$ cat config.mk
export PLATFORM = sky130hd
export DESIGN_NAME = gpb_port_bank
export DESIGN_NICKNAME = d
export VERILOG_FILES = /design/src/rtl/gpb_pkg.sv /design/src/rtl/gpb_port_bank.sv
export SDC_FILE = /design/constraint.sdc
export NUM_CORES = 1
export LEC_CHECK = 0
export BUFFER_PORTS_ARGS = -buffer_cell sky130_fd_sc_hd__buf_2
export CAP_MARGIN = 20
export CORE_MARGIN = 10
export CORE_UTILIZATION = 50
export CTS_BUF_LIST = sky130_fd_sc_hd__clkbuf_8
export DETAILED_ROUTE_END_ITERATION = 8
export PLACE_DENSITY = 0.76
export SLEW_MARGIN = 30
export SYNTH_ARGS = -nofsm -noshare
export SYNTH_HDL_FRONTEND = slang
export SYNTH_SLANG_ARGS = --single-unit
$ cat constraint.sdc
create_clock -name sys_clk -period 2.05 [get_ports sys_clk]
set_input_delay 0.205 -clock sys_clk [delete_from_list [all_inputs] [get_ports sys_clk]]
set_output_delay 0.205 -clock sys_clk [all_outputs]
set_load 0.03 [all_outputs]
$ cat src/rtl/gpb_pkg.sv
// Purpose: Shared constants for the general-purpose port bank
// Assumes: Nine ports of eight pins each (port G has five), indexed A=0 through J=8
// Notes:   Register kinds select which of a port's three registers is hit
package gpb_pkg;

   // ********************************************************************
   // Geometry
   // ********************************************************************
   localparam int GPB_NPORT = 9;
   localparam int GPB_NPIN  = 8;

   // Port indices
   localparam logic [3:0] GPB_PORT_B = 4'h1;
   localparam logic [3:0] GPB_PORT_C = 4'h2;
   localparam logic [3:0] GPB_PORT_D = 4'h3;
   localparam logic [3:0] GPB_PORT_E = 4'h4;
   localparam logic [3:0] GPB_PORT_G = 4'h6;
   localparam logic [3:0] GPB_PORT_J = 4'h8;
   localparam int         GPB_G_PINS = 5;

   // ********************************************************************
   // Register kinds and reset values
   // ********************************************************************
   localparam logic [1:0] GPB_KIND_DIR = 2'h0;
   localparam logic [1:0] GPB_KIND_PIN = 2'h1;
   localparam logic [1:0] GPB_KIND_LAT = 2'h2;
   localparam logic [7:0] GPB_DIR_RST  = 8'hFF;
   localparam logic [7:0] GPB_LAT_RST  = 8'h00;
   localparam logic [2:0] GPB_PU_RST   = 3'h0;

   // ********************************************************************
   // Port G upper-bit fields
   // ********************************************************************
   // Pin register <7:5>: pull-up enables for D, E, J (high to low)
   localparam int GPB_PU_LSB = 5;
   localparam int GPB_PU_D   = 2;
   localparam int GPB_PU_E   = 1;
   localparam int GPB_PU_J   = 0;
   // Open-drain units: dir <7:5> gives units 0-2, latch <7:5> units 3-5
   localparam int GPB_OD_LSB   = 5;
   localparam int GPB_OD_UNITS = 6;
   // Unit order: serial0, serial1, sync serial, capture/compare 0-2
   // Each unit has two entries {port[3:0], pin[2:0]}: data, clock; capture/compare units repeat one pin
   localparam logic [11:0][6:0] GPB_OD_LOC = {
      7'h34, 7'h34,   // capture/compare 2 on G4 (single output)
      7'h27, 7'h27,   // capture/compare 1 on E7
      7'h12, 7'h12,   // capture/compare 0 on C2
      7'h15, 7'h13,   // sync serial: data C5, clock C3
      7'h31, 7'h32,   // serial1: data G1, clock G2
      7'h16, 7'h17    // serial0: data C6, clock C7
   };

endpackage

$ cat src/rtl/gpb_port_bank.sv
// Purpose: Nine-port GPIO bank: direction, pin level and output latch
// Assumes: Single sys_clk domain; pins sampled asynchronously
// Notes:   Pull-ups are enable signals for the pad ring; open-drain gates pin_oe and pin_out
//
// Functional notes
// RULE_01 - Nine ports, three registers each
// RULE_02 - Pin register reads sampled pin levels
// RULE_03 - Pin register write lands in latch
// RULE_04 - Direction one releases pin driver
// RULE_05 - Direction zero drives latch onto pin
// RULE_06 - Latch read returns latched drive values
// RULE_07 - Enabled peripheral takes over its pin
// RULE_08 - Ports B, D, E, J: per-port pull-ups
// RULE_09 - Port B pull-up from interrupt control bit 7
// RULE_10 - D, E, J pull-ups in G pin bits 7:5
// RULE_11 - Open-drain bits in G direction and latch
// RULE_12 - Board supplies external pull-up, 5 V max
// RULE_13 - Pin inputs synchronised before use
// RULE_14 - Open-drain drives low, releases for high
`timescale 1ns/1ns
`default_nettype none

module gpb_port_bank
   import gpb_pkg::*;
(
   // Clock and reset
   input  wire logic                                   sys_clk,
   input  wire logic                                   reset,
   // Register write port
   input  wire logic                                   wr_en,
   input  wire logic [3:0]                             wr_port,
   input  wire logic [1:0]                             wr_kind,
   input  wire logic [7:0]                             wr_data,
   // Register read port
   input  wire logic                                   rd_en,
   input  wire logic [3:0]                             rd_port,
   input  wire logic [1:0]                             rd_kind,
   output logic [7:0]                                  rd_data,
   output logic                                        rd_valid,
   // Pull-up enable held in interrupt_control_second<7>
   input  wire logic                                   port_b_pullup_en,
   // Peripheral overrides per pin
   input  wire logic [gpb_pkg::GPB_NPORT-1:0][7:0]     periph_en,
   input  wire logic [gpb_pkg::GPB_NPORT-1:0][7:0]     periph_out,
   input  wire logic [gpb_pkg::GPB_NPORT-1:0][7:0]     periph_oe,
   // Pads
   input  wire logic [gpb_pkg::GPB_NPORT-1:0][7:0]     pin_in,
   output logic      [gpb_pkg::GPB_NPORT-1:0][7:0]     pin_out,
   output logic      [gpb_pkg::GPB_NPORT-1:0][7:0]     pin_oe,
   output logic      [gpb_pkg::GPB_NPORT-1:0][7:0]     pullup_on,
   output logic      [gpb_pkg::GPB_NPORT-1:0][7:0]     pin_level
);
   import gpb_pkg::*;

   // ********************************************************************
   // State
   // ********************************************************************
   typedef struct packed {
      logic [GPB_NPORT-1:0][7:0] dir;
      logic [GPB_NPORT-1:0][7:0] lat;
      logic [2:0]                pu_dej;
      logic [GPB_NPORT-1:0][7:0] s1;
      logic [GPB_NPORT-1:0][7:0] s2;
      logic [GPB_NPORT-1:0][7:0] s3;
      logic [GPB_NPORT-1:0][7:0] lvl;
      logic [7:0]                rdat;
      logic                      rvld;
      logic [GPB_NPORT-1:0][7:0] pout;
      logic [GPB_NPORT-1:0][7:0] poe;
      logic [GPB_NPORT-1:0][7:0] pu;
   } gpb_state_t;

   gpb_state_t state_ff;
   gpb_state_t nxt_state;

   logic [GPB_NPORT-1:0][7:0] od_mask;
   logic [GPB_OD_UNITS-1:0]   od_en;
   logic [GPB_NPORT-1:0]      port_pu;
   logic [GPB_NPORT-1:0][7:0] pin_exists;

   // ********************************************************************
   // Open-drain and pull-up selection
   // ********************************************************************
   always_comb begin
      od_en = {state_ff.lat[GPB_PORT_G][7:GPB_OD_LSB],
               state_ff.dir[GPB_PORT_G][7:GPB_OD_LSB]}; // RULE_11
      od_mask = '0;
      for (int u = 0; u < GPB_OD_UNITS; u++) begin
         for (int k = 0; k < 2; k++) begin
            if (od_en[u]) begin
               od_mask[GPB_OD_LOC[2*u+k][6:3]][GPB_OD_LOC[2*u+k][2:0]]
                  = 1'b1; // RULE_11
            end
         end
      end
      port_pu             = '0;
      port_pu[GPB_PORT_B] = port_b_pullup_en; // RULE_09
      port_pu[GPB_PORT_D] = state_ff.pu_dej[GPB_PU_D]; // RULE_10
      port_pu[GPB_PORT_E] = state_ff.pu_dej[GPB_PU_E]; // RULE_10
      port_pu[GPB_PORT_J] = state_ff.pu_dej[GPB_PU_J]; // RULE_10
      pin_exists = '1;
      // Port G has only its low pins; upper bits are control fields
      pin_exists[GPB_PORT_G][7:GPB_G_PINS] = '0;
   end

   // ********************************************************************
   // Next state
   // ********************************************************************
   always_comb begin
      logic drv;
      logic val;
      drv       = 1'b0;
      val       = 1'b0;
      nxt_state = state_ff;

      // Three-stage sampling; level moves only when stages 2, 3 agree
      nxt_state.s1 = pin_in; // RULE_13
      nxt_state.s2 = state_ff.s1; // RULE_13
      nxt_state.s3 = state_ff.s2; // RULE_13
      for (int p = 0; p < GPB_NPORT; p++) begin
         for (int b = 0; b < GPB_NPIN; b++) begin
            if (state_ff.s2[p][b] == state_ff.s3[p][b]) begin
               nxt_state.lvl[p][b] = state_ff.s3[p][b]; // RULE_13
            end
         end
      end

      // Writes: pin register and latch both land in the latch; G pin bits 7:5 go to pu_dej
      if (wr_en && wr_port < 4'(GPB_NPORT)) begin // RULE_01
         case (wr_kind)
            GPB_KIND_DIR: begin
               nxt_state.dir[wr_port] = wr_data;
            end
            GPB_KIND_PIN: begin
               if (wr_port == GPB_PORT_G) begin
                  nxt_state.lat[wr_port][GPB_G_PINS-1:0] =
                     wr_data[GPB_G_PINS-1:0]; // RULE_03
                  nxt_state.pu_dej = wr_data[7:GPB_PU_LSB]; // RULE_10
               end else begin
                  nxt_state.lat[wr_port] = wr_data; // RULE_03
               end
            end
            GPB_KIND_LAT: begin
               nxt_state.lat[wr_port] = wr_data;
            end
            default: begin
            end
         endcase
      end

      // Reads are answered the next cycle from pre-write state
      nxt_state.rvld = rd_en;
      nxt_state.rdat = '0;
      if (rd_en && rd_port < 4'(GPB_NPORT)) begin // RULE_01
         case (rd_kind)
            GPB_KIND_DIR: nxt_state.rdat = state_ff.dir[rd_port];
            GPB_KIND_PIN: begin
               nxt_state.rdat = state_ff.lvl[rd_port]; // RULE_02
               if (rd_port == GPB_PORT_G) begin
                  nxt_state.rdat[7:GPB_PU_LSB] = state_ff.pu_dej;
               end
            end
            GPB_KIND_LAT: nxt_state.rdat = state_ff.lat[rd_port]; // RULE_06
            default:      nxt_state.rdat = '0;
         endcase
      end

      // Pad drive follows new dir and lat values in the same edge; G open-drain and pull-up bits act one edge later
      for (int p = 0; p < GPB_NPORT; p++) begin
         for (int b = 0; b < GPB_NPIN; b++) begin
            if (periph_en[p][b]) begin
               drv = periph_oe[p][b]; // RULE_07
               val = periph_out[p][b]; // RULE_07
            end else begin
               drv = ~nxt_state.dir[p][b]; // RULE_04
               val = nxt_state.lat[p][b]; // RULE_05
            end
            drv = drv & pin_exists[p][b];
            if (od_mask[p][b]) begin
               // Only sink current; the board pulls high
               nxt_state.poe[p][b]  = drv & ~val; // RULE_14
               nxt_state.pout[p][b] = 1'b0; // RULE_14
            end else begin
               nxt_state.poe[p][b]  = drv;
               nxt_state.pout[p][b] = val;
            end
            // Weak pull-up only while the pin is not driven
            nxt_state.pu[p][b] = port_pu[p] & ~drv &
                                 pin_exists[p][b]; // RULE_08
         end
      end
   end

   // ********************************************************************
   // Registers
   // ********************************************************************
   always_ff @(posedge sys_clk) begin
      if (reset) begin
         state_ff        <= '0;
         state_ff.dir    <= {GPB_NPORT{GPB_DIR_RST}};
         state_ff.lat    <= {GPB_NPORT{GPB_LAT_RST}};
         state_ff.pu_dej <= GPB_PU_RST;
      end else begin
         state_ff <= nxt_state;
      end
   end

   assign rd_data   = state_ff.rdat;
   assign rd_valid  = state_ff.rvld;
   assign pin_out   = state_ff.pout;
   assign pin_oe    = state_ff.poe;
   assign pullup_on = state_ff.pu;
   assign pin_level = state_ff.lvl;

   localparam int GPB_PORT_A0 = 0;
endmodule

`default_nettype wire

# [Yosys cells after proc, flatten, opt, wreduce, memory -nomap -nowiden]
# Cells that the tools add are included.
[word_totals] ff_bits=660 inputBits=313
[classes] magnitude_cmp=5 eq_ne=78 muxes=177 bitwise_logic=152 n_reduce_logical=14
[op_table] operator="72-bit bitwise mux" n=3
[op_table] operator="1-bit 2-to-1 mux" n=156
[op_table] operator="147-bit 2-to-1 mux" n=1
[op_table] operator="72-bit 2-to-1 mux" n=2
[op_table] operator="72-bit case mux with 2 select lines" n=1
[op_table] operator="1-bit inverter" n=111
[op_table] operator="8-bit binary-select mux with 4-bit select" n=3
[op_table] operator="1-bit equality test" n=72
[op_table] operator="8-bit demux with 4-bit select" n=2
[op_table] operator="1-bit AND" n=41
[op_table] operator="8-bit 2-to-1 mux" n=4
[op_table] operator="8-bit case mux with 3 select lines" n=1
[op_table] operator="2-bit OR reduction" n=7
[op_table] operator="4-bit by 5-bit < comparator with 1-bit output, second input constant" n=2
[op_table] operator="3-bit 2-to-1 mux" n=3
[op_table] operator="4-bit by 3-bit equality test with 1-bit output, second input constant" n=2
[op_table] operator="4-bit < comparator, second input constant" n=2
[op_table] operator="5-bit 2-to-1 mux" n=1
[op_table] operator="2-bit by 1-bit equality test with 1-bit output, second input constant" n=2
[op_table] operator="2-bit equality test, second input constant" n=2
[op_table] operator="4-bit by 1-bit >= comparator with 1-bit output, second input constant" n=1
[op_table] operator="2-bit logical NOT" n=2
[op_table] operator="1-bit logical AND" n=3
[op_table] operator="3-bit AND reduction" n=1
[op_table] operator="2-bit AND reduction" n=1

# [Depth between registers and ports, before layout]
[depth] word_depth=12 depth_mapped=9 mapped_depth_nobuf=7

# [Least setup slack after synthesis]
# Ideal clock, no wire load.
[synth_timing] path_type="input to register" startpoint="input wr_kind[0]" endpoint="register state_ff, in the netlist pin_out[24]" setup_time_ps=70 t_arrival_ps=1812 required_time_ps=1980 slack_ps=168 cell_stages=9 n_path_buf=2 cell_sequence="inv_1 -> ha_1 -> nor4bb_1 -> buf_2 -> nor2b_1 -> buf_2 -> mux2i_1 -> or3_1 -> a21oi_1"
[synth_between] elab_chain_len=4
[synth_rtl] item="from (decl)" line="gpb_port_bank.sv:32" text="input wire logic [1:0] wr_kind,"
[synth_rtl] item="2-bit equality test or 2-bit by 1-bit equality test with 1-bit output (tied branches)" line="gpb_port_bank.sv:130" text="case (wr_kind)"
[synth_rtl] item="72-bit case mux with 2 select lines (*)" line="gpb_port_bank.sv:130"
[synth_rtl] item="147-bit 2-to-1 mux (*)" line="gpb_port_bank.sv:129" text="if (wr_en && wr_port < 4'(GPB_NPORT)) begin"
[synth_rtl] item="1-bit 2-to-1 mux (*)" line="gpb_port_bank.sv:171" text="if (periph_en[p][b]) begin"
[synth_rtl] item="to (signal assigned)" line="gpb_port_bank.sv:204" text="state_ff <= nxt_state;"
[synth_rtl] item="to (decl)" line="gpb_port_bank.sv:73" text="gpb_state_t state_ff;"
# Mark *: on every way between the ends. The rest lies on a longest branch, timed or not.
# A chain may end at the register's enable or synchronous reset.

# [Worst setup path after layout]
[layout_timing] startpoint="input wr_port[1]" endpoint="register state_ff, in the netlist pin_oe[9]"
[layout_between] elab_chain_len=9
[layout_rtl] item="from (decl)" line="gpb_port_bank.sv:31" text="input wire logic [3:0] wr_port,"
[layout_rtl] item="4-bit by 5-bit < comparator with 1-bit output (not written as such) or 4-bit by 1-bit >= comparator with 1-bit output (tied branches)" line="gpb_port_bank.sv:132" text="nxt_state.dir[wr_port] = wr_data;"
[layout_rtl] item="1-bit logical AND (not written as such)" line="gpb_port_bank.sv:132"
[layout_rtl] item="8-bit 2-to-1 mux (not written as such)" line="gpb_port_bank.sv:132"
[layout_rtl] item="8-bit demux with 4-bit select" line="gpb_port_bank.sv:132"
[layout_rtl] item="72-bit bitwise mux" line="gpb_port_bank.sv:132"
[layout_rtl] item="72-bit 2-to-1 mux" line="gpb_port_bank.sv:130"
[layout_rtl] item="147-bit 2-to-1 mux (*)" line="gpb_port_bank.sv:129"
[layout_rtl] item="1-bit inverter (*)" line="gpb_port_bank.sv:175" text="drv = ~nxt_state.dir[p][b];"
[layout_rtl] item="1-bit 2-to-1 mux (*)" line="gpb_port_bank.sv:171"
# Marked as above.

==> flow_summary_export.csv <==
group,metric,value,unit
placed_design,dp_hpwl,60210,microns
timing,tns,-14.64,ps
synth,yosys.area.top_type,"dfxtp_1",
synth,synthAdderAreaFrac,0.001546,
global_routing,overflow,0,
critical_path,worstSetupPathType,"input port to flip-flop",
clocking,clk_pin_slew,70,ps
pwr,p_total,25.42,mW
floorplanning,die_height,240.4,microns
global_routing,grt_usage,0.3069,
pwr,power_frac_seq,0.489,
timing,timing.final.crit_period,2065,ps
clocking,cts.sinks,617,
detailed_routing,ant_nets,0,
clocking,cts_made_buffers,97,
synth,yosysWarnings,0,
layout,area_growth,36.14,%
synth,synth.distinct_cells,65,
detailed_routing,drt_pass1_iterations,6,
detailed_routing,routedWlPerCell,22.86,microns
pwr,internal_power,18.87,mW
synth,synthSimpleGateAreaFrac,0.1667,
pwr,p_switching,6.552,mW
clocking,cts_tree,"built",
timing,finalWorstSetupSlack,-14.64,ps
placed_design,pre_cts_ws,-199.9,ps
detailed_routing,viasPerCell,5.373,
outcome,violations,"negative setup slack",
synth,synth_top_area_share,0.5088,
clocking,h-tree-depth,3,
pwr,combPwrFrac,0.114,
synth,syn-cell-area,24280,sq um
timing,setup_viol,1,
synth,synth_seq_cells,617,
floorplanning,start_util,0.5074,
detailed_routing,drc,0,
timing,whs,57.51,ps
synth,synth_xor_area_frac,0,
timing,skew,39.23,ps
placed_design,place_inst,3429,
synth,synthTopCellsByArea,"dfxtp_1 (51%), buf_4 (9.3%), mux2i_1 (8.5%), nor2b_1 (6.6%), nand2_1 (3.5%)",
floorplanning,die_w,240.4,microns
synth,synth-edff-count,0,
detailed_routing,wl,92020,microns
synth,synth-main-ff-cell,"dfxtp_1",
floorplanning,core,47850,sq um
timing,relSlewSlack,0.3409,
synth,synth_top_family_by_area,"simple AND/OR/NAND/NOR gates",
layout,fin_util,0.6908,
placed_design,portBuffers,563,
synth,synth_area_per_cell,9.865,sq um
pwr,power.share.clock,0.396,
global_routing,antenna_found_initial,12,
run,drv_cap,0,
layout,n_fill_cell,3298,
worst_hold_path,hold_class,"input port to flip-flop",
global_routing,first_global_vias,22746,
pwr,leakage,14.94,nW
clocking,cts-root-buf,"clkbuf_8",
critical_path,start_kind,"input port",
floorplanning,placement_rows,80,
layout,nets,3651,
timing,final_hold_viol_count,0,
pwr,max-vdd-ir-drop,0.6409,mV
placed_design,placed_area,26850,sq um
layout,register_area,12350,sq um
placed_design,gp_congestion,0.9589,
layout,multi_input_area,9348,sq um
layout,fin_area,33050,sq um
clocking,clockBufferDepth,3,
critical_path,crit_fanout,9,
synth,synth_compound_area_frac,0.08880,
layout,drive_above_1_share,0.2745,
synth,synthCells,2461,
pwr,swShare,0.2578,
timing,post-route-period-util,1.007,
timing,tightestPinTransition,988.6,ps
pwr,p_per_area,769.1,nW/um^2
critical_path,endpoint_kind,"flip-flop",
detailed_routing,drtIter0Drc,1590,
timing,slew_viol_final,0,
critical_path,worst_ep_arrival_time,2710,ps
floorplanning,ios,610,
layout,final_cells,4026,
floorplanning,die-area,57770,sq um
critical_path,required,2700,ps
detailed_routing,num_vias,21630,
outcome,outcome,"finished with violations",
synth,synthMuxAreaShare,0.1164,
synth,synthArstFlopShare,0,
global_routing,grt_max_degree,201,
clocking,worstSkewPairLatency,740,ps
synth,seq_area_frac_synth,0.5088,
global_routing,grt_first_pass_wirelength,135200,microns
timing,fmax,0.4843,GHz
per-layer routing:
| metal | part of all wire | track usage |
|---|---|---|
| met3 | 0.088 | 0.09079 |
| met1 | 0.36 | 0.3290 |
| met2 | 0.49 | 0.5214 |
| met4 | 0.059 | 0.1973 |
| met5 | 0.00048 | 0 |
state kept, by name, indices dropped and copies added (netlist names), named ones only:
signal     flops
rd_valid       1
od_en          3
pin_oe        69
pin_level     72
rd_data        8
pin_out       72
nxt_state    144
port_pu        3
pullup_on     32
state_ff     210
worst paths after layout:
kind / slack (ps) / depth (start not counted) / endpoint / startpoint
max reg2reg: 150 / 5 / pin_out[55] / od_en[5]
min: 60 / 3 / flip-flop / wr_data[7]
max: -10 / 9 / pin_oe[9] / wr_port[1]
min reg2reg: 430 / 1 / nxt_state[352] / nxt_state[424]
timing repair:
item	4_1_cts	5_1_grt
setup endpoints to repair	0	35
hold buffers	419	2
hold endpoints to repair	258	2
gates resized for setup	0	23
setup buffers	0	3
area by class of cell:
class | count | share of cell area
antenna | 9 | 0.0006814
clock buffer | 116 | 0.04830
clock inverter | 50 | 0.007723
inverter | 30 | 0.003407
multi-input combinational | 1434 | 0.2828
sequential | 617 | 0.3737
tap | 615 | 0.02328
timing repair buffer | 1155 | 0.2601
cells in the final DEF, fill, tap and decap left out, drive strengths merged, types with 17 or more instances in the layout:
| cell | synthesis | final |
|---|---|---|
| a211oi | 22 | 22 |
| a21oi | 139 | 139 |
| a32oi | 17 | 17 |
| buf | 333 | 736 |
| clkbuf | 89 | 116 |
| conb | 1 | 43 |
| dfxtp | 617 | 617 |
| dlygate4sd3 | 0 | 418 |
| inv | 30 | 67 |
| mux2i | 207 | 207 |
| mux4 | 32 | 32 |
| nand2 | 225 | 225 |
| nor2 | 175 | 175 |
| nor2b | 256 | 256 |
| o21ai | 92 | 92 |
| or3 | 43 | 43 |
power by group through the flow:
stage / combinational (mW) / clock (mW) / sequential (mW)
2_1_floorplan: 1.45 / 0 / 12.6
3_5_place_dp: 2.14 / 0 / 12.7
6_report: 2.90 / 10.1 / 12.4
5_1_grt: 3.05 / 10.7 / 12.5
3_3_place_gp: 2.11 / 0 / 12.7
4_1_cts: 2.76 / 10.1 / 12.4
cell families after synthesis:
kind of cell | Yosys count
compound gates | 356
fa+ha+maj | 3
simple gates | 790
mux | 242
flops | 617
other cells | 1
buf+inv | 452
synth_stat cells (7+ instances only):
cell type,n
dfxtp_1,617
buf_4,300
nor2b_1,256
nand2_1,225
mux2i_1,207
nor2_1,173
a21oi_1,139
o21ai_0,92
clkbuf_1,88
or3_1,43
mux4_2,32
inv_1,30
buf_2,24
a211oi_1,22
a32oi_1,17
nand2b_1,16
a221oi_1,13
a22oi_1,13
nor3_1,11
a22o_1,9
and2_1,9
buf_1,9
nand4_1,9
o31ai_1,8
a31oi_1,7
nand3_1,7
worst max-delay path: stages:
cell and delay, ps:
buf_2 180, buf_4 190, nor2_1 190, nand4_1 300
buf_4 290, mux2i_1 450, mux2i_1 130, dlygate4sd3_1 590
nor2_1 170
Power figures use the tool's default switching activity.
